===== config.mk =====
export PLATFORM = sky130hd
export DESIGN_NAME = adc_conv_cal_sequencer
export DESIGN_NICKNAME = d
export VERILOG_FILES = /design/src/hw/adc_seq_pkg.sv /design/src/hw/adc_conv_cal_sequencer.sv /design/src/hw/pin_sync.sv
export VERILOG_INCLUDE_DIRS = /design/src /design/src/hw
export SDC_FILE = /design/constraint.sdc
export NUM_CORES = 1
export LEC_CHECK = 0
export BUFFER_PORTS_ARGS = -buffer_cell sky130_fd_sc_hd__buf_4
export CAP_MARGIN = 20
export CORE_MARGIN = 10
export CORE_UTILIZATION = 52
export DETAILED_ROUTE_END_ITERATION = 10
export GPL_ROUTABILITY_DRIVEN = 0
export GPL_TIMING_DRIVEN = 0
export PLACE_DENSITY = 0.74
export SLEW_MARGIN = 20
export SYNTH_ARGS = -nofsm -noshare
export SYNTH_HDL_FRONTEND = slang
export SYNTH_SLANG_ARGS = --single-unit

===== constraint.sdc =====
create_clock -name sys_clk -period 4.1 [get_ports sys_clk]
set_clock_uncertainty 0.1 [all_clocks]
set_input_delay 0.41 -clock sys_clk [delete_from_list [all_inputs] [get_ports sys_clk]]
set_output_delay 0.41 -clock sys_clk [all_outputs]
set_load 0.01 [all_outputs]

===== src/hw/adc_seq_params.svh =====
// timing counts, control field positions and reset values of the sequencer
// assumes a master clock far slower than sys_clk (at most sys_clk / 6)
// Behaviour
// trigger rising edge puts sampler into hold and starts a conversion.
// a conversion lasts exactly eighteen master clock periods.
// busy rises soon after the trigger and stays high while converting.
// result loads at least half a master period before busy falls.
// busy rises within two and a half master periods of a calibration write.
// full self-calibration lasts 125013 master periods with busy high.
// internal DAC plus system full-scale calibration lasts 111124 master periods.
// system offset calibration lasts 13889 master periods, then busy falls.
// changing high byte select switches the presented byte without a read.
// power high=1, low=0 gives full power-down; both 1 give partial.
// trailing write strobe edge with chip select stores the selected byte.
`ifndef ADC_SEQ_PARAMS_SVH
`define ADC_SEQ_PARAMS_SVH

// *************************************************
// timing counts, in master clock periods
// *************************************************
`define CNT_W              17
`define CONV_CYCLES        17'd18
`define CAL_FULL_CYCLES    17'd125013
`define CAL_DAC_FS_CYCLES  17'd111124
`define CAL_OFFSET_CYCLES  17'd13889

// *************************************************
// control location fields
// *************************************************
`define CTRL_W             12
`define CTRL_RESET         12'h000
`define CTRL_CAL_SEL_LSB   0
`define CTRL_CAL_START_BIT 2
`define CTRL_PWR_LOW_BIT   3
`define CTRL_PWR_HIGH_BIT  4
`define RESULT_RESET       12'h000

`endif


===== src/hw/adc_seq_pkg.sv =====
// types shared by the sequencer files
// assumes adc_seq_params.svh holds the numbers
package adc_seq_pkg;

	typedef enum logic [1:0]
	{
		st_idle = 2'b00,
		st_conv = 2'b01,
		st_cal  = 2'b10
	} seq_state_t;

	typedef enum logic [1:0]
	{
		cal_full   = 2'b00,
		cal_dac_fs = 2'b01,
		cal_offset = 2'b10,
		cal_none   = 2'b11
	} cal_kind_t;

endpackage : adc_seq_pkg


===== src/hw/adc_conv_cal_sequencer.sv =====
// conversion and calibration sequencer with parallel result port
// assumes all pins asynchronous; sample_value comes from the sys_clk core
`timescale 1ns/10ps
`include "adc_seq_params.svh"

module adc_conv_cal_sequencer #(
	parameter logic [`CNT_W-1:0] CAL_FULL_LEN   = `CAL_FULL_CYCLES,
	parameter logic [`CNT_W-1:0] CAL_DAC_FS_LEN = `CAL_DAC_FS_CYCLES,
	parameter logic [`CNT_W-1:0] CAL_OFFSET_LEN = `CAL_OFFSET_CYCLES
)(
	input  wire logic              sys_clk,
	input  wire logic              rst,
	input  wire logic              master_clock_in,
	input  wire logic              conversion_trigger,
	input  wire logic              chip_select_n,
	input  wire logic              read_n,
	input  wire logic              write_n,
	input  wire logic              high_byte_select,
	input  wire logic [`CTRL_W-1:0] bus_data_in,
	input  wire logic [`CTRL_W-1:0] sample_value,
	output logic                   busy,
	output logic                   hold_sample,
	output logic      [`CTRL_W-1:0] bus_data_out,
	output logic                   bus_data_oe,
	output logic                   full_power_down,
	output logic                   partial_power_down
);

	// *************************************************
	// pin synchronisers
	// *************************************************
	logic [5:0]         pin_lvl;
	logic [5:0]         pin_rise;
	logic [5:0]         pin_fall;
	logic [`CTRL_W-1:0] data_s;

	// strobes idle high: starting there keeps a false write out after reset
	pin_sync #(.W(6), .IDLE_LVL(6'h1c)) u_ctl_sync (
		.sys_clk (sys_clk),
		.rst     (rst),
		.pin     ({high_byte_select, write_n, read_n, chip_select_n,
			master_clock_in, conversion_trigger}),
		.level   (pin_lvl),
		.rise    (pin_rise),
		.fall    (pin_fall)
	);

	// data bus takes the same delay as the strobes
	pin_sync #(.W(`CTRL_W)) u_data_sync (
		.sys_clk (sys_clk),
		.rst     (rst),
		.pin     (bus_data_in),
		.level   (data_s),
		.rise    (),
		.fall    ()
	);

	logic trig_rise;
	logic mclk_rise;
	logic mclk_fall;
	logic cs_low;
	logic rd_low;
	logic wr_rise;
	logic hb_lvl;

	assign trig_rise = pin_rise[0];
	assign mclk_rise = pin_rise[1];
	assign mclk_fall = pin_fall[1];
	assign cs_low    = ~pin_lvl[2];
	assign rd_low    = ~pin_lvl[3];
	assign wr_rise   = pin_rise[4];
	assign hb_lvl    = pin_lvl[5];

	// *************************************************
	// sequencer state
	// *************************************************
	adc_seq_pkg::seq_state_t state;
	adc_seq_pkg::seq_state_t next_state;
	adc_seq_pkg::cal_kind_t  kind;
	adc_seq_pkg::cal_kind_t  next_kind;
	logic [`CNT_W-1:0]       cnt;
	logic [`CNT_W-1:0]       next_cnt;
	logic [`CTRL_W-1:0]      ctrl;
	logic [`CTRL_W-1:0]      next_ctrl;
	logic [`CTRL_W-1:0]      result;
	logic [`CTRL_W-1:0]      next_result;
	logic                    loaded;
	logic                    next_loaded;
	logic                    cs_prev;
	logic [`CTRL_W-1:0]      next_bus_data_out;
	logic                    next_bus_data_oe;
	logic                    next_full_pd;
	logic                    next_partial_pd;
	logic                    wr_take;
	logic [1:0]              wr_cal;

	function automatic logic [`CNT_W-1:0] cal_len(input adc_seq_pkg::cal_kind_t k);
		case (k)
			adc_seq_pkg::cal_dac_fs: cal_len = CAL_DAC_FS_LEN;
			adc_seq_pkg::cal_offset: cal_len = CAL_OFFSET_LEN;
			default:                 cal_len = CAL_FULL_LEN;
		endcase
	endfunction : cal_len

	// cs sampled a cycle early: it may rise together with the write strobe
	assign wr_take = wr_rise & cs_prev;
	assign wr_cal  = data_s[`CTRL_CAL_SEL_LSB +: 2];

	always_comb
	begin
		next_state  = state;
		next_kind   = kind;
		next_cnt    = cnt;
		next_ctrl   = ctrl;
		next_result = result;
		next_loaded = loaded;
		if (wr_take)
		begin
			// start bit self-clears; writes while busy still store
			if (hb_lvl)
				next_ctrl[11:8] = data_s[11:8];
			else
			begin
				next_ctrl[7:0] = data_s[7:0];
				next_ctrl[`CTRL_CAL_START_BIT] = 1'b0;
			end
		end
		case (state)
			adc_seq_pkg::st_idle:
			begin
				if (trig_rise)
				begin
					next_state  = adc_seq_pkg::st_conv;
					next_cnt    = '0;
					next_loaded = 1'b0;
				end
				else if (wr_take && !hb_lvl && data_s[`CTRL_CAL_START_BIT]
					&& wr_cal != 2'b11)
				begin
					next_state = adc_seq_pkg::st_cal;
					next_kind  = adc_seq_pkg::cal_kind_t'(wr_cal);
					next_cnt   = '0;
				end
			end
			adc_seq_pkg::st_conv:
			begin
				// result lands on the fall before the last rise
				if (mclk_fall && cnt == `CONV_CYCLES - 17'd1)
				begin
					next_result = sample_value;
					next_loaded = 1'b1;
				end
				if (mclk_rise)
				begin
					if (cnt == `CONV_CYCLES - 17'd1)
						next_state = adc_seq_pkg::st_idle;
					else
						next_cnt = cnt + 17'd1;
				end
			end
			adc_seq_pkg::st_cal:
			begin
				if (mclk_rise)
				begin
					if (cnt == cal_len(kind) - 17'd1)
						next_state = adc_seq_pkg::st_idle;
					else
						next_cnt = cnt + 17'd1;
				end
			end
			default: next_state = adc_seq_pkg::st_idle;
		endcase
		// byte follows select level, no read strobe needed
		next_bus_data_out[11:8] = result[11:8];
		next_bus_data_out[7:0]  = hb_lvl ? {4'h0, result[11:8]} : result[7:0];
		next_bus_data_oe        = cs_low & rd_low;
		// sleep only when idle; clock must keep running to wake
		next_full_pd    = (state == adc_seq_pkg::st_idle)
			& ctrl[`CTRL_PWR_HIGH_BIT] & ~ctrl[`CTRL_PWR_LOW_BIT];
		next_partial_pd = (state == adc_seq_pkg::st_idle)
			& ctrl[`CTRL_PWR_HIGH_BIT] & ctrl[`CTRL_PWR_LOW_BIT];
	end

	always_ff @(posedge sys_clk or posedge rst)
	begin
		if (rst)
		begin
			state              <= adc_seq_pkg::st_idle;
			kind               <= adc_seq_pkg::cal_full;
			cnt                <= '0;
			ctrl               <= `CTRL_RESET;
			result             <= `RESULT_RESET;
			loaded             <= 1'b0;
			cs_prev            <= 1'b0;
			bus_data_out       <= `RESULT_RESET;
			bus_data_oe        <= 1'b0;
			full_power_down    <= 1'b0;
			partial_power_down <= 1'b0;
		end
		else
		begin
			state              <= next_state;
			kind               <= next_kind;
			cnt                <= next_cnt;
			ctrl               <= next_ctrl;
			result             <= next_result;
			loaded             <= next_loaded;
			cs_prev            <= cs_low;
			bus_data_out       <= next_bus_data_out;
			bus_data_oe        <= next_bus_data_oe;
			full_power_down    <= next_full_pd;
			partial_power_down <= next_partial_pd;
		end
	end

	assign busy        = (state != adc_seq_pkg::st_idle);
	assign hold_sample = (state == adc_seq_pkg::st_conv);

	// *************************************************
	// checks: independent count of master rises while busy
	// *************************************************
	logic [`CNT_W-1:0] chk_rises;
	logic              chk_conv;

	always_ff @(posedge sys_clk or posedge rst)
	begin
		if (rst)
		begin
			chk_rises <= '0;
			chk_conv  <= 1'b0;
		end
		else
		begin
			chk_rises <= !busy ? '0 : chk_rises + {16'h0000, mclk_rise};
			chk_conv  <= hold_sample;
		end
	end

	property p_trigger_hold;
		@(posedge sys_clk) disable iff (rst)
		trig_rise && !busy |=> hold_sample && busy;
	endproperty
	a_trigger_hold: assert property (p_trigger_hold) else $error("no hold on trigger");

	property p_conv_len;
		@(posedge sys_clk) disable iff (rst)
		$fell(busy) && chk_conv |-> chk_rises == `CONV_CYCLES;
	endproperty
	a_conv_len: assert property (p_conv_len) else $error("conversion length wrong");

	property p_busy_holds;
		@(posedge sys_clk) disable iff (rst)
		hold_sample && !mclk_rise |=> busy;
	endproperty
	a_busy_holds: assert property (p_busy_holds) else $error("busy dropped early");

	property p_result_first;
		@(posedge sys_clk) disable iff (rst)
		$fell(busy) && chk_conv |-> $past(loaded, 2);
	endproperty
	a_result_first: assert property (p_result_first) else $error("result late");

	property p_cal_busy;
		@(posedge sys_clk) disable iff (rst)
		wr_take && !busy && !trig_rise && !hb_lvl && data_s[`CTRL_CAL_START_BIT]
			&& wr_cal != 2'b11 |-> ##1 busy [*2];
	endproperty
	a_cal_busy: assert property (p_cal_busy) else $error("calibration busy late");

	property p_cal_len(adc_seq_pkg::cal_kind_t k, logic [`CNT_W-1:0] n);
		@(posedge sys_clk) disable iff (rst)
		$fell(busy) && !chk_conv && $past(kind) == k |-> chk_rises == n;
	endproperty
	a_cal_full: assert property (p_cal_len(adc_seq_pkg::cal_full, CAL_FULL_LEN))
		else $error("full calibration length wrong");
	a_cal_dac: assert property (p_cal_len(adc_seq_pkg::cal_dac_fs, CAL_DAC_FS_LEN))
		else $error("dac calibration length wrong");
	a_cal_off: assert property (p_cal_len(adc_seq_pkg::cal_offset, CAL_OFFSET_LEN))
		else $error("offset calibration length wrong");

	property p_byte_switch;
		@(posedge sys_clk) disable iff (rst)
		$rose(hb_lvl) |=> bus_data_out[7:0] == {4'h0, $past(result[11:8])};
	endproperty
	a_byte_switch: assert property (p_byte_switch) else $error("high byte not shown");

	property p_full_pd;
		@(posedge sys_clk) disable iff (rst)
		!busy && ctrl[`CTRL_PWR_HIGH_BIT] && !ctrl[`CTRL_PWR_LOW_BIT] && !$rose(busy)
			|=> full_power_down || busy;
	endproperty
	a_full_pd: assert property (p_full_pd) else $error("full power-down missing");

	property p_write_low;
		@(posedge sys_clk) disable iff (rst)
		wr_take && !hb_lvl |=> ctrl[7:3] == $past(data_s[7:3]);
	endproperty
	a_write_low: assert property (p_write_low) else $error("control write lost");

	c_conv: cover property (@(posedge sys_clk) disable iff (rst) $fell(hold_sample));
	c_cal: cover property (@(posedge sys_clk) disable iff (rst)
		$fell(busy) && !chk_conv);
	c_write: cover property (@(posedge sys_clk) disable iff (rst) wr_take && hb_lvl);
	c_partial: cover property (@(posedge sys_clk) disable iff (rst) $rose(partial_power_down));

endmodule : adc_conv_cal_sequencer


===== src/hw/pin_sync.sv =====
// two-flop synchroniser with edge flags for a group of pins
// assumes pins are asynchronous to sys_clk
`timescale 1ns/10ps

module pin_sync #(
	parameter int           W        = 1,
	parameter logic [W-1:0] IDLE_LVL = '0
)(
	input  wire logic         sys_clk,
	input  wire logic         rst,
	input  wire logic [W-1:0] pin,
	output logic      [W-1:0] level,
	output logic      [W-1:0] rise,
	output logic      [W-1:0] fall
);

	logic [W-1:0] meta;
	logic [W-1:0] stable;
	logic [W-1:0] prev;

	// *************************************************
	// per-bit flops; meta feeds stable only
	// *************************************************
	genvar i;
	generate
		for (i = 0; i < W; i++)
		begin : g_bit
			always_ff @(posedge sys_clk or posedge rst)
			begin
				if (rst)
				begin
					// start at the idle level, so release shows no edge
					meta[i]   <= IDLE_LVL[i];
					stable[i] <= IDLE_LVL[i];
					prev[i]   <= IDLE_LVL[i];
				end
				else
				begin
					meta[i]   <= pin[i];
					stable[i] <= meta[i];
					prev[i]   <= stable[i];
				end
			end
			assign rise[i] = stable[i] & ~prev[i];
			assign fall[i] = ~stable[i] & prev[i];
		end
	endgenerate

	assign level = stable;

endmodule : pin_sync


# --- Word-level counts from Yosys, hierarchy flattened ---
# Cells that the tools add are included.
# Widths: inputs -> output; s select.
classes:
  bitwise_logic: 18
  n_eq_ne: 14
  n_mux: 18
  n_addsub: 2
  reduce_logical: 13
ops:
  columns: ["operator", "count"]
  rows:
  - ["$mux 17", 8]
  - ["$pmux 17 s3", 1]
  - ["$pmux 17 s2", 1]
  - ["$add 17x1->17 const B", 1]
  - ["$eq 17x17->1", 1]
  - ["$eq 17x5->1 const B", 1]
  - ["$sub 17x1->17 const B", 1]
  - ["$mux 2", 6]
  - ["$ne 2x2->1 const B", 5]
  - ["$and 1x1->1", 9]
  - ["$not 1->1", 9]
  - ["$mux 8", 1]
  - ["$pmux 2 s3", 1]
  - ["$reduce_and 6->1", 1]
  - ["$reduce_and 5->1", 1]
  - ["$eq 2x1->1 const B", 2]
  - ["$eq 2x2->1 const B", 2]
  - ["$logic_and 1x1->1", 4]
  - ["$ne 2x1->1 const B", 2]
  - ["$reduce_and 2->1", 2]
  - ["$ne 3x3->1 const B", 1]
  - ["$reduce_and 3->1", 1]
  - ["$reduce_bool 3->1", 1]
  - ["$logic_not 2->1", 1]
  - ["2 further kinds", 2]
word_totals:
  output_inout_bits: 17
  ff_bits: 78

# --- Longest topological paths before layout ---
# Gate-level depths: netlist of run 1.
logic_depth:
  ltp_word: 9
  mapped_depth: 10
  depth_no_buf: 8

# --- Modules after synthesis ---
# Synthesis of run 1 repeated with hierarchy kept, for this count alone.
unflattened:
  cells_unflattened: 330
  hier_area_um2: 4302.9
modules_own_cells:
  columns: ["mod", "n_inst", "area_per_inst_um2", "cells_per_inst"]
  rows:
  - ["adc_conv_cal_sequencer", 1, 2617.5, 238]
  - ["pin_sync (u_data_sync)", 1, 1114.8, 61]
  - ["pin_sync (u_ctl_sync)", 1, 570.5, 31]

# --- Worst setup path before layout of run 1 ---
# OpenSTA, ideal clock, no wires.
synth_path:
  path_kind: "register -> register"
  from: "register kind[0]"
  to: "register cnt[6]"
  required_ns: 3.913
  path_stages_with_launch: 10
  path_slack_ns: 1.694
  arrival_time_ns: 2.219
  setup_ns: 0.087
  path_buffers: 2
  synth_period_minus_slack_ns: 2.406
  path_cell_list: "dfrtp_1 -> inv_1 -> ha_1 -> or4_4 -> a2111oi_4 -> and3_1 -> buf_2 -> buf_4 -> o21ai_0 -> o211ai_1"
synth_between:
  elab_chain_len: 8
synth_lines:
  columns: ["item", "line", "text"]
  rows:
  - ["from (decl)", "adc_conv_cal_sequencer.sv:79", "adc_seq_pkg::cal_kind_t kind;"]
  - ["from (signal assigned)", "adc_conv_cal_sequencer.sv:189", "kind <= adc_seq_pkg::cal_full;"]
  - ["from (signal assigned)", "adc_conv_cal_sequencer.sv:203", "kind <= next_kind;"]
  - ["$eq 2x2->1 or $eq 2x1->1 (tied branches)", "adc_conv_cal_sequencer.sv:98", "case (k)"]
  - ["$pmux 17 s2 *", "adc_conv_cal_sequencer.sv:98", null]
  - ["$mux 17 *", "adc_conv_cal_sequencer.sv:163", "if (mclk_rise)"]
  - ["$mux 17 *", "adc_conv_cal_sequencer.sv:128", "case (state)"]
  - ["$sub 17x1->17 *", "adc_conv_cal_sequencer.sv:165", "if (cnt == cal_len(kind) - 17'd1)"]
  - ["$eq 17x17->1 *", "adc_conv_cal_sequencer.sv:165", null]
  - ["$ne 2x2->1 (no source line) *", null, null]
  - ["$reduce_and 6->1 (no source line) *", null, null]
  - ["to (signal assigned)", "adc_conv_cal_sequencer.sv:204", "cnt <= next_cnt;"]
  - ["to (decl)", "adc_conv_cal_sequencer.sv:81", "logic [`CNT_W-1:0] cnt;"]
# Every way passes the cells marked *; elsewhere a longest branch is shown, timed or not. The select of a mux whose other input is x is not followed.
# A chain may end at the register's enable or synchronous reset.

# --- Worst setup path after layout of run 1 ---
layout_path:
  from: "register kind[0]"
  to: "register cnt[2]"
# Same word-level chain as after synthesis.

==> reports/qor.yml, run 1 <==
max_freq_ghz: 0.363
yosysSeqAreaShare_pct: 58.8
worst_path_dominant_cell_family: "simple AND/OR/NAND/NOR gates"
drtIter0Drc: 119
fp.dieH_um: 99.1
reg2reg_depth: 8
r2r_slack_ns: 1.35
maxCapViolCount: 0
cp_cell_sequence: "inv_1 -> ha_1 -> or4_4 -> a2111oi_4 -> nand3_1 -> nand2_1 -> buf_2 -> o211ai_1"
wl_per_cell_um: 16.3
status: "finished clean"
htree_levels: 3
die_w_um: 99.1
syn_nets: 319
utilization_pct: 65.0
busiest_layer: "met2"
routed_wl_um: 6700
die-area_sq_um: 9810
synth_cell_types: 43
grt_max_degree: 52
cp_slowest_cell: "or4_4"
hp-class: "input port to flip-flop"
clock_path_buffers: 2
path_max_fanout: 10
drc: 0
grtUsageMet1_pct: 16.9
overflow: 0
multiInputGateArea_sq_um: 1230
grt_setup_unrepaired: "false"
layout_min_cycle_time_ns: 2.75
synth_flop_cell: "dfrtp_1"
critPathLaunchType: "flip-flop"
row_count: 28
yosysWarningCount: 0
critPathArrivalTime_ns: 2.88
clkSinkCount: 76
syn_inst: 278
setup-violations-final: 0
synth-async-reset-ratio_pct: 100
critPathMaxStageDelay_ns: 0.51
met2_usage_pct: 21.1
syn2layout_area_growth_pct: 19.8
vdd_drop_max_mv: 0.487
worstHoldStart: "read_n"
core_area_sq_um: 5990
final_max_slew_viol_count: 0
grt_pass1_wl_um: 10800
ant_nets: 0
reg2reg_to: "cnt[2]"
endpoint_kind: "flip-flop"
critPathRequiredTime_ns: 4.22
routed_via_density: 5.68
drive_above_1_share_pct: 28.5
critical_path_class: "flip-flop to flip-flop"
crit_cells: 8
insertedDiodeCount: 0
hold_viol_final: 0
worst_pin_slew_ns: 0.514
holdBufCountCts: 1
post-cts-setup-buffers: 0
nets: 373
critPathBufInv: 2
use_met3_pct: 5.73
netlist_area_sq_um: 3250
top_level_ports: 49
slew_headroom_pct: 65.5
seq_area_sq_um: 1910
dr_total_vias: 2341
post_cts_resized: 0
synth_top_area_cell: "dfrtp_1"
fill_cells: 465
synth-seq-cells: 76
syn_area_per_cell_sq_um: 11.7
grtUsageTotal_pct: 13.7
drt_pass1_iterations: 4
synth_edf_count: 0
start_util_pct: 54.2
r2r_start: "kind[0]"
ys_top_cells_by_area: "dfrtp_1 (53%), mux2_2 (6.2%), dfstp_2 (5.7%)"
root_buffer: "clkbuf_8"
timing.final.crit_share_pct: 67.1
power.density_nw_per_um2: 491
fin_tns_setup_ns: 0
p_leak_nw: 1.82
numCtsBuffers: 9
synth_top_area_share_pct: 53.1
clock_latency_ns: 0.35
holdPathEnd: "u_ctl_sync.meta[3]"
antenna_found_initial: 0
port_buffers: 41
first_global_vias: 2299
hpwl_um: 4780
tritoncts: "yes"
clk_pin_slew_ns: 0.09
holdPathStages: 1
[worst max-delay path by stage]
stage	from	to	slack [ns]
final	kind[0]	cnt[2]	1.35
after global routing	kind[0]	cnt[13]	1.21
after CTS	kind[0]	cnt[2]	1.37
after detailed placement	kind[0]	cnt[2]	1.39
after global placement	rst	cnt[11]	0.81
after floorplan	rst	bus_data_oe	1.66
[flip-flops by register name, summed over array words and instances (netlist names)]
name                flops
u_data_sync.level       5
u_ctl_sync.meta         6
full_power_down         1
ctrl                    2
u_data_sync.meta        5
cnt                    17
cs_prev                 1
bus_data_out           12
partial_power_down      1
kind                    2
u_ctl_sync.prev         3
result                 12
bus_data_oe             1
state                   2
u_ctl_sync.level        6
[cell usage after synthesis, types with 4 or more instances]
master	instances
nor2_1	13
dfstp_2	7
buf_2	7
ha_1	9
or3_1	8
dfrtp_1	69
nand3_1	23
nor2b_1	4
nand4_1	6
mux2_2	18
clkbuf_1	8
nand2_1	13
inv_1	10
o211ai_1	10
o21ai_0	16
and3_1	9
nor3_1	6
[layout make-up]
cell class	instances	area share [%]
Clock inverter	7	1.96
Sequential cell	76	49.1
Tap cell	75	2.41
Timing Repair Buffer	43	8.87
Inverter	10	1.03
Multi-Input combinational cell	176	31.6
Buffer	16	1.86
Clock buffer	9	3.18
[placed cells by master, fill, tap and decap left out, types with 2 or more instances in the layout]
cell type and instances:
ha_1 9, mux2_2 18, o41ai_1 2, o21ai_1 3, nor2b_1 4, and3_1 9
clkbuf_1 8, buf_4 42, nand4_1 6, dfstp_2 7, nor3_1 6, buf_2 7
nand2_1 13, nand2b_1 3, dfrtp_1 69, and4_1 3, clkbuf_8 9, o311ai_0 2
inv_6 3, and2_1 2, inv_1 9, mux2i_1 2, nor4b_1 3, o22ai_1 2
nand3b_1 2, o31ai_1 3, or3_1 8, o21ai_0 16, o211ai_1 10, nor2_1 13
nand3_1 23, inv_8 3
[kinds of logic (layout without fill, tap and decap cells)]
family / count (synthesis) / count (layout) / share of synthesized area, %
AND/OR/NAND/NOR: 101 / 101 / 17.4
flip-flops: 76 / 76 / 58.8
AO/OA/AOI/OAI: 44 / 44 / 9.55
buffers and inverters: 26 / 85 / 3.39
multiplexers: 20 / 20 / 6.85
adder cells (fa/ha/maj): 9 / 9 / 3.47
XOR/XNOR: 2 / 2 / 0.539
[per-layer routing]
layer,part of all wire (%),vias up
li1,-,1114
met1,44,1143
met2,48,78
met3,7.6,6
met4,0.81,0
met5,0,-
[where the power goes]
group          internal [mW]  switching [mW]
combinational          0.178           0.323
sequential             0.806          0.0381
clock                  0.244           0.322
total                   1.23           0.683
[stage by stage]
stage          setup slack, ns  instance area (sq um)  total power [mW]  std cells  hold WS [ns]
3_3_place_gp             0.807                   3650              1.34        394         0.231
3_5_place_dp              1.39                   3680              1.36        395         0.236
6_report                  1.35                   3890              1.91        412        0.0572
4_1_cts                   1.37                   3890              1.93        412        0.0400
2_1_floorplan             1.66                   3250              1.19        278         0.231
5_1_grt                   1.21                   3890              2.03        412        0.0237
Note: power is estimated with default switching activity, not from simulation.
==> run 2, diff against run 1 <==
CORE_UTILIZATION = 51   (was 52)
PLACE_DENSITY = 0.76   (was 0.74)
clock period = 2.52 ns   (was 4.1 ns; I/O delays follow)
==> reports/qor.yml, run 2 (synthesis gave the netlist of run 1 again) <==
die-area_sq_um: 9960  # +1.6%
maxCapViolCount: 0  # unchanged
grt_setup_unrepaired: "true"
utilization_pct: 65.8  # +0.82 points
routed_via_density: 5.67  # -0.22%
endpoint_kind: "flip-flop"
routed_wl_um: 7160  # +6.8%
place_area_sq_um: 3680  # about the same
row_count: 29  # +3.6%
final_cells: 427  # +3.6%
dp_cells: 397  # +0.51%
combPwrFrac_pct: 26.6  # +0.4 points
reg2reg_depth: 8  # unchanged
dr_total_vias: 2421  # +3.4%
hp-class: "input port to flip-flop"
critPathLaunchType: "flip-flop"
max_freq_ghz: 0.412  # +13%
p_int_mw: 2.24  # +82%
final_max_slew_viol_count: 0  # unchanged
clkSinkCount: 76  # unchanged
critical_path_class: "flip-flop to flip-flop"
status: "finished clean"
start_util_pct: 51.8  # -2.5 points
numCtsBuffers: 9  # unchanged
clock_power_share_pct: 31.9  # +2.3 points
hpwl_um: 4720  # -1.3%
critPathArrivalTime_ns: 2.55  # -0.33 ns
p_switching_mw: 1.09  # +60%
wl_per_cell_um: 16.8  # +3.1%
core_area_sq_um: 6280  # +4.8%
layout_min_cycle_time_ns: 2.42  # -0.327 ns
holdPathStages: 2  # +1
ant_nets: 0  # unchanged
drtIter0Drc: 163  # +37%
r2r_start: "kind[0]"
final_cell_mix: "dfrtp_1 (67), buf_4 (44), nand3_1 (22)"
die_w_um: 99.8  # +0.78%
whs_ns: 0.0227  # -0.0346 ns
final_common_cell: "dfrtp_1"
reg2reg_to: "cnt[3]"
port_buffers: 41  # unchanged
clk_pin_slew_ns: 0.09  # about the same
drive_above_1_share_pct: 30.9  # +2.4 points
setup-violations-final: 0  # unchanged
crit_end: "cnt[3]"
regMostFlops: "cnt"
slew_headroom_pct: 70.1  # +4.6 points
syn2layout_area_growth_pct: 27.1
critPathRequiredTime_ns: 2.64  # -1.58 ns
r2r_slack_ns: 0.1  # -1.25 ns
drc: 0  # unchanged
top_level_ports: 49  # unchanged
clock_latency_ns: 0.36  # about the same
vdd_drop_max_mv: 0.594  # +22%
setup.worst_path.start: "kind[0]"
timing.final.crit_share_pct: 96.2  # +29 points
largest_reg_flops: 17  # unchanged
nets: 386  # +3.5%
clock_path_buffers: 2  # unchanged
htree_levels: 3  # unchanged
overflow: 0  # unchanged
path_max_fanout: 10  # unchanged
worst_pin_slew_ns: 0.449  # -0.0654 ns
insertedDiodeCount: 0  # unchanged
largestRegisters: "cnt x17, bus_data_out x12, result x12"
fin_tns_setup_ns: 0  # unchanged
fp.dieH_um: 99.8  # +0.78%
p_leak_nw: 1.90  # +4.5%
power.density_nw_per_um2: 806  # +64%
root_buffer: "clkbuf_8"
first_global_vias: 2496  # +8.6%
final_area_sq_um: 4130  # +6.1%
grtUsageTotal_pct: 14.7  # +1.0 points
pwr-share-seq_pct: 41.5  # -2.7 points
drt_pass1_iterations: 4  # unchanged
grt_pass1_wl_um: 11800  # +8.8%
antenna_found_initial: 0  # unchanged
grt_max_degree: 61  # +17%
hold_viol_final: 0  # unchanged
power.share.switching_pct: 32.8  # -3.0 points
tritoncts: "yes"
==> run 2: changes by cell type in the layout (fill, tap and decap cells not counted), sizes merged <==
cell | previous run | this run
buf | 50 | 53
bufinv | 0 | 2
clkbuf | 17 | 16
clkinvlp | 0 | 1
dlygate4sd3 | 1 | 12
inv | 16 | 13
==> run 2: how the worst min path moves through the flow <==
stage                           endpoint           startpoint  slack (ns)
floorplan             u_ctl_sync.meta[2]        chip_select_n        0.16
global placement    u_data_sync.level[4]  u_data_sync.meta[4]        0.23
detailed placement    u_ctl_sync.meta[0]                  rst        0.11
CTS                            result[7]      sample_value[7]        0.02
global route                   result[7]      sample_value[7]       0.008
finish                         result[7]      sample_value[7]        0.02
==> run 2: what timing repair did <==
action                                 CTS  global route
buffers inserted                         0             3
pin swaps                                1             9
gates cloned                             0             1
hold buffers                            12             0
endpoints found under the hold margin   27             0
resized for setup                       10             8
setup endpoints to repair               19            23
==> run 2: layer usage <==
metal	track usage, %	vias to the layer above	share of wire (%)
li1	-	1139	-
met1	16.3	1194	39
met2	25.5	78	54
met3	5.22	10	6.0
met4	4.96	0	1.2
met5	0	-	0
==> run 2: power groups by stage <==
stage | clock network, mW | logic (mW) | registers, mW
after floorplan | 0 | 0.549 | 1.38
after global placement | 0 | 0.779 | 1.39
after detailed placement | 0 | 0.801 | 1.40
after CTS | 1.07 | 0.853 | 1.38
after global routing | 1.13 | 0.969 | 1.39
final | 1.06 | 0.886 | 1.38
==> run 2: per-stage QoR <==
step	setup WS, ns	power (mW)
3_3_place_gp	-0.603	2.17
5_1_grt	-0.0122	3.49
4_1_cts	0.0368	3.31
6_report	0.0951	3.33
3_5_place_dp	-0.175	2.20
2_1_floorplan	0.114	1.93
==> run 2: critical path: stages, from the launching register on <==
cell and delay (ns):
dfrtp_1 0.41, inv_2 0.09, ha_4 0.21, or4_4 0.43, a2111oi_4 0.43, nand3_2 0.17
nand2_1 0.17, buf_6 0.16, o211ai_1 0.12
==> run 2: area by class of cell <==
type | instances | area [sq um]
clock buffers | 9 | 124
plain buffers | 14 | 91.3
multi-input cells | 176 | 1260
well taps | 77 | 96.3
fillers | 450 | 2150
flip-flops and latches | 76 | 1910
inverters | 10 | 40.0
repair buffers | 58 | 503
clock inverters | 7 | 105
==> run 3, diff against run 2 <==
ABC_AREA = 1   (was default)
PLACE_DENSITY = 0.75   (was 0.76)
==> reports/qor.yml, run 3 <==
insertedDiodeCount: 0  # unchanged
fp.dieH_um: 103  # +2.9%
p_switching_mw: 1.14  # +4.1%
antenna_found_initial: 0  # unchanged
routed_wl_um: 7520  # +5.1%
endpoint_kind: "flip-flop"
largest_reg_flops: 17  # unchanged
power.total_mw: 3.34  # +0.30%
p_leak_nw: 2.18  # +15%
final_cell_mix: "nand2_1 (116), dfrtp_1 (69), inv_1 (56)"
critPathArrivalTime_ns: 2.35  # -0.20 ns
htree_levels: 3  # unchanged
critPathRequiredTime_ns: 2.67  # +0.03 ns
synthTopCellsByCount: "nand2_1 (116), dfrtp_1 (69), inv_1 (57)"
pwr-share-seq_pct: 41.0  # -0.5 points
worst_path_dominant_cell_family: "simple AND/OR/NAND/NOR gates"
vdd_drop_max_mv: 0.538  # -9.5%
hpwl_um: 5270  # +12%
synth_edf_count: 0  # unchanged
synth_top_area_share_pct: 49.5  # -3.6 points
clkSinkCount: 76  # unchanged
yosysSeqAreaShare_pct: 54.8  # -4.0 points
core_area_sq_um: 6720  # +7.0%
crit_cells: 12  # +4
synth_flop_cell: "dfrtp_1"
hold_viol_final: 0  # unchanged
numCtsBuffers: 9  # unchanged
regMostFlops: "cnt"
r2r_start: "kind[0]"
syn_area_per_cell_sq_um: 8.43  # -28%
tritoncts: "yes"
syn2layout_area_growth_pct: 22.2
ant_nets: 0  # unchanged
drive_above_1_share_pct: 17.1  # -14 points
clock_path_buffers: 2  # unchanged
clk_pin_slew_ns: 0.09  # about the same
drt_pass1_iterations: 5  # +1
grt_setup_unrepaired: "false"
die_w_um: 103  # +2.9%
dp_cells: 536  # +35%
clock_power_share_pct: 31.6  # -0.3 points
syn_inst: 414  # +49%
critPathBufInv: 3  # +1
holdPathEnd: "result[4]"
power.density_nw_per_um2: 783  # -2.8%
p_int_mw: 2.20  # -1.5%
slew_headroom_pct: 71.7  # +1.7 points
power.share.switching_pct: 34.0  # +1.2 points
row_count: 30  # +3.4%
critPathMaxStageDelay_ns: 0.37  # -0.06 ns
largestRegisters: "cnt x17, bus_data_out x12, result x12"
die-area_sq_um: 10500  # +5.9%
start_util_pct: 51.9  # +0.15 points
worstHoldStart: "sample_value[4]"
path_max_fanout: 10  # unchanged
port_buffers: 41  # unchanged
post-synth-top-count-cell: "nand2_1"
overflow: 0  # unchanged
reg2reg_to: "cnt[2]"
ys_top_cells_by_area: "dfrtp_1 (49%), nand2_1 (12%), inv_1 (6.1%)"
routed_via_density: 5.02  # -11%
timing.final.crit_share_pct: 87.5  # -8.8 points
dr_total_vias: 2831  # +17%
setup-violations-final: 0  # unchanged
max_freq_ghz: 0.454  # +10%
finalWorstSetupSlack_ns: 0.316  # +0.221 ns
reg2reg_depth: 12  # +4
synth-async-reset-ratio_pct: 100  # unchanged
synth-seq-cells: 76  # unchanged
yosysWarningCount: 0  # unchanged
first_global_vias: 2761  # +11%
drtIter0Drc: 145  # -11%
holdPathStages: 3  # +1
grt_max_degree: 45  # -26%
fill_cells: 515  # +14%
wl_per_cell_um: 13.3  # -20%
drc: 0  # unchanged
cp_common_cell: "nand2_1"
pre_cts_slack_ns: 0.257  # +0.432 ns
grt_pass1_wl_um: 12800  # +8.4%
maxCapViolCount: 0  # unchanged
top_level_ports: 49  # unchanged
final_max_slew_viol_count: 0  # unchanged
layout_min_cycle_time_ns: 2.20  # -0.221 ns
clock_latency_ns: 0.36  # about the same
nets: 520  # +35%
syn_nets: 455  # +43%
r2r_slack_ns: 0.32  # +0.22 ns
hp-class: "input port to flip-flop"
netlist_area_sq_um: 3490  # +7.4%
critPathLaunchType: "flip-flop"
final_common_cell: "nand2_1"
status: "finished clean"
synth_cell_types: 27  # -37%
root_buffer: "clkbuf_8"
grtUsageTotal_pct: 15.5  # +0.75 points
final_cells: 564  # +32%
cp_cell_sequence: "inv_1 -> ha_1 -> inv_1 -> nand2_1 -> nand2_1 -> nor2_1 -> nand2_1 -> nor2_1 -> nand4_4 -> clkbuf_2 -> nand3_1 -> nand2_1"
cp_slowest_cell: "dfrtp_1"
critical_path_class: "flip-flop to flip-flop"
worst_pin_slew_ns: 0.424  # -0.0251 ns
synth_top_area_cell: "dfrtp_1"
combPwrFrac_pct: 27.3  # +0.7 points
-- run 3: cell types whose count changed in the layout (fill, tap and decap cells not counted), sizes merged, moves of 10 or more --
cell,delta
o211ai,-10
nand2,+105
inv,+47
mux2,-14
a21oi,+13
nor2,+42
-- run 3: stage by stage --
| stage | instance area [sq um] | util [%] | hold slack, ns | TNS, ns |
|---|---|---|---|---|
| 5_1_grt | 4260 | 63.4 | 0.0524 | 0 |
| 2_1_floorplan | 3490 | - | 0.156 | 0 |
| 4_1_cts | 4260 | 63.4 | 0.0313 | 0 |
| 3_5_place_dp | 3920 | 58.3 | 0.196 | 0 |
| 6_report | 4260 | 63.4 | 0.0446 | 0 |
| 3_3_place_gp | 3900 | 58.0 | 0.231 | -42.79 |
-- run 3: final cells by class --
cell class	instances	area, sq um	area share (%)
sequential	76	1910	44.8
multi-input combinational	270	1290	30.4
timing repair buffer	54	448	10.5
inverter	58	220	5.17
clock buffer	10	128	2.99
tap	80	100	2.35
clock inverter	6	93.8	2.20
buffer	10	66.3	1.56
-- run 3: kinds of logic after synthesis --
family                     Yosys count  share of synthesized area (%)
and+or+nand+nor                    216                           26.5
DFF                                 76                           54.8
buffers and inverters               68                           8.11
AOI/OAI and AO/OA                   40                           5.81
adders and majority gates            9                           3.23
muxes                                4                           1.29
xor gates and xnor gates             1                          0.251
-- run 3: worst max-delay path by stage --
| stage | from | endpoint | slack [ns] |
|---|---|---|---|
| final | kind[0] | cnt[2] | 0.32 |
| after detailed placement | kind[0] | cnt[2] | 0.26 |
| after CTS | kind[0] | cnt[2] | 0.23 |
| after global routing | kind[0] | cnt[16] | 0.03 |
| after floorplan | rst | bus_data_oe | 0.24 |
| after global placement | rst | u_ctl_sync.meta[0] | -0.63 |
-- run 3: repair_timing --
action	CTS	global route
resized for setup	0	2
endpoints found under the hold margin	43	0
endpoints found under the setup margin	0	10
buffers inserted	0	0
hold buffers	12	0
-- run 3: metal layers --
layer  track usage [%]  vias up  routed length (um)
li1                  -     1410                   -
met1              18.5     1310                3110
met2              25.3       95                3760
met3              3.75       16                 472
met4              7.92        0                 178
met5                 0        -                   0
-- run 3: worst register-to-register path, cell delays in order, from the launching register on --
cell and delay, ns:
dfrtp_1 0.37, inv_1 0.08, ha_1 0.33, inv_1 0.06
nand2_1 0.05, nand2_1 0.06, nor2_1 0.09, nand2_1 0.06
nor2_1 0.22, nand4_4 0.22, clkbuf_2 0.27, nand3_1 0.11
nand2_1 0.07
-- run 3: power by group through the flow --
stage	clock network [mW]	logic [mW]	registers, mW
final	1.06	0.913	1.37
after global routing	1.12	1.04	1.38
after global placement	0	0.873	1.39
after detailed placement	0	0.894	1.39
after floorplan	0	0.630	1.38
after CTS	1.08	0.916	1.37
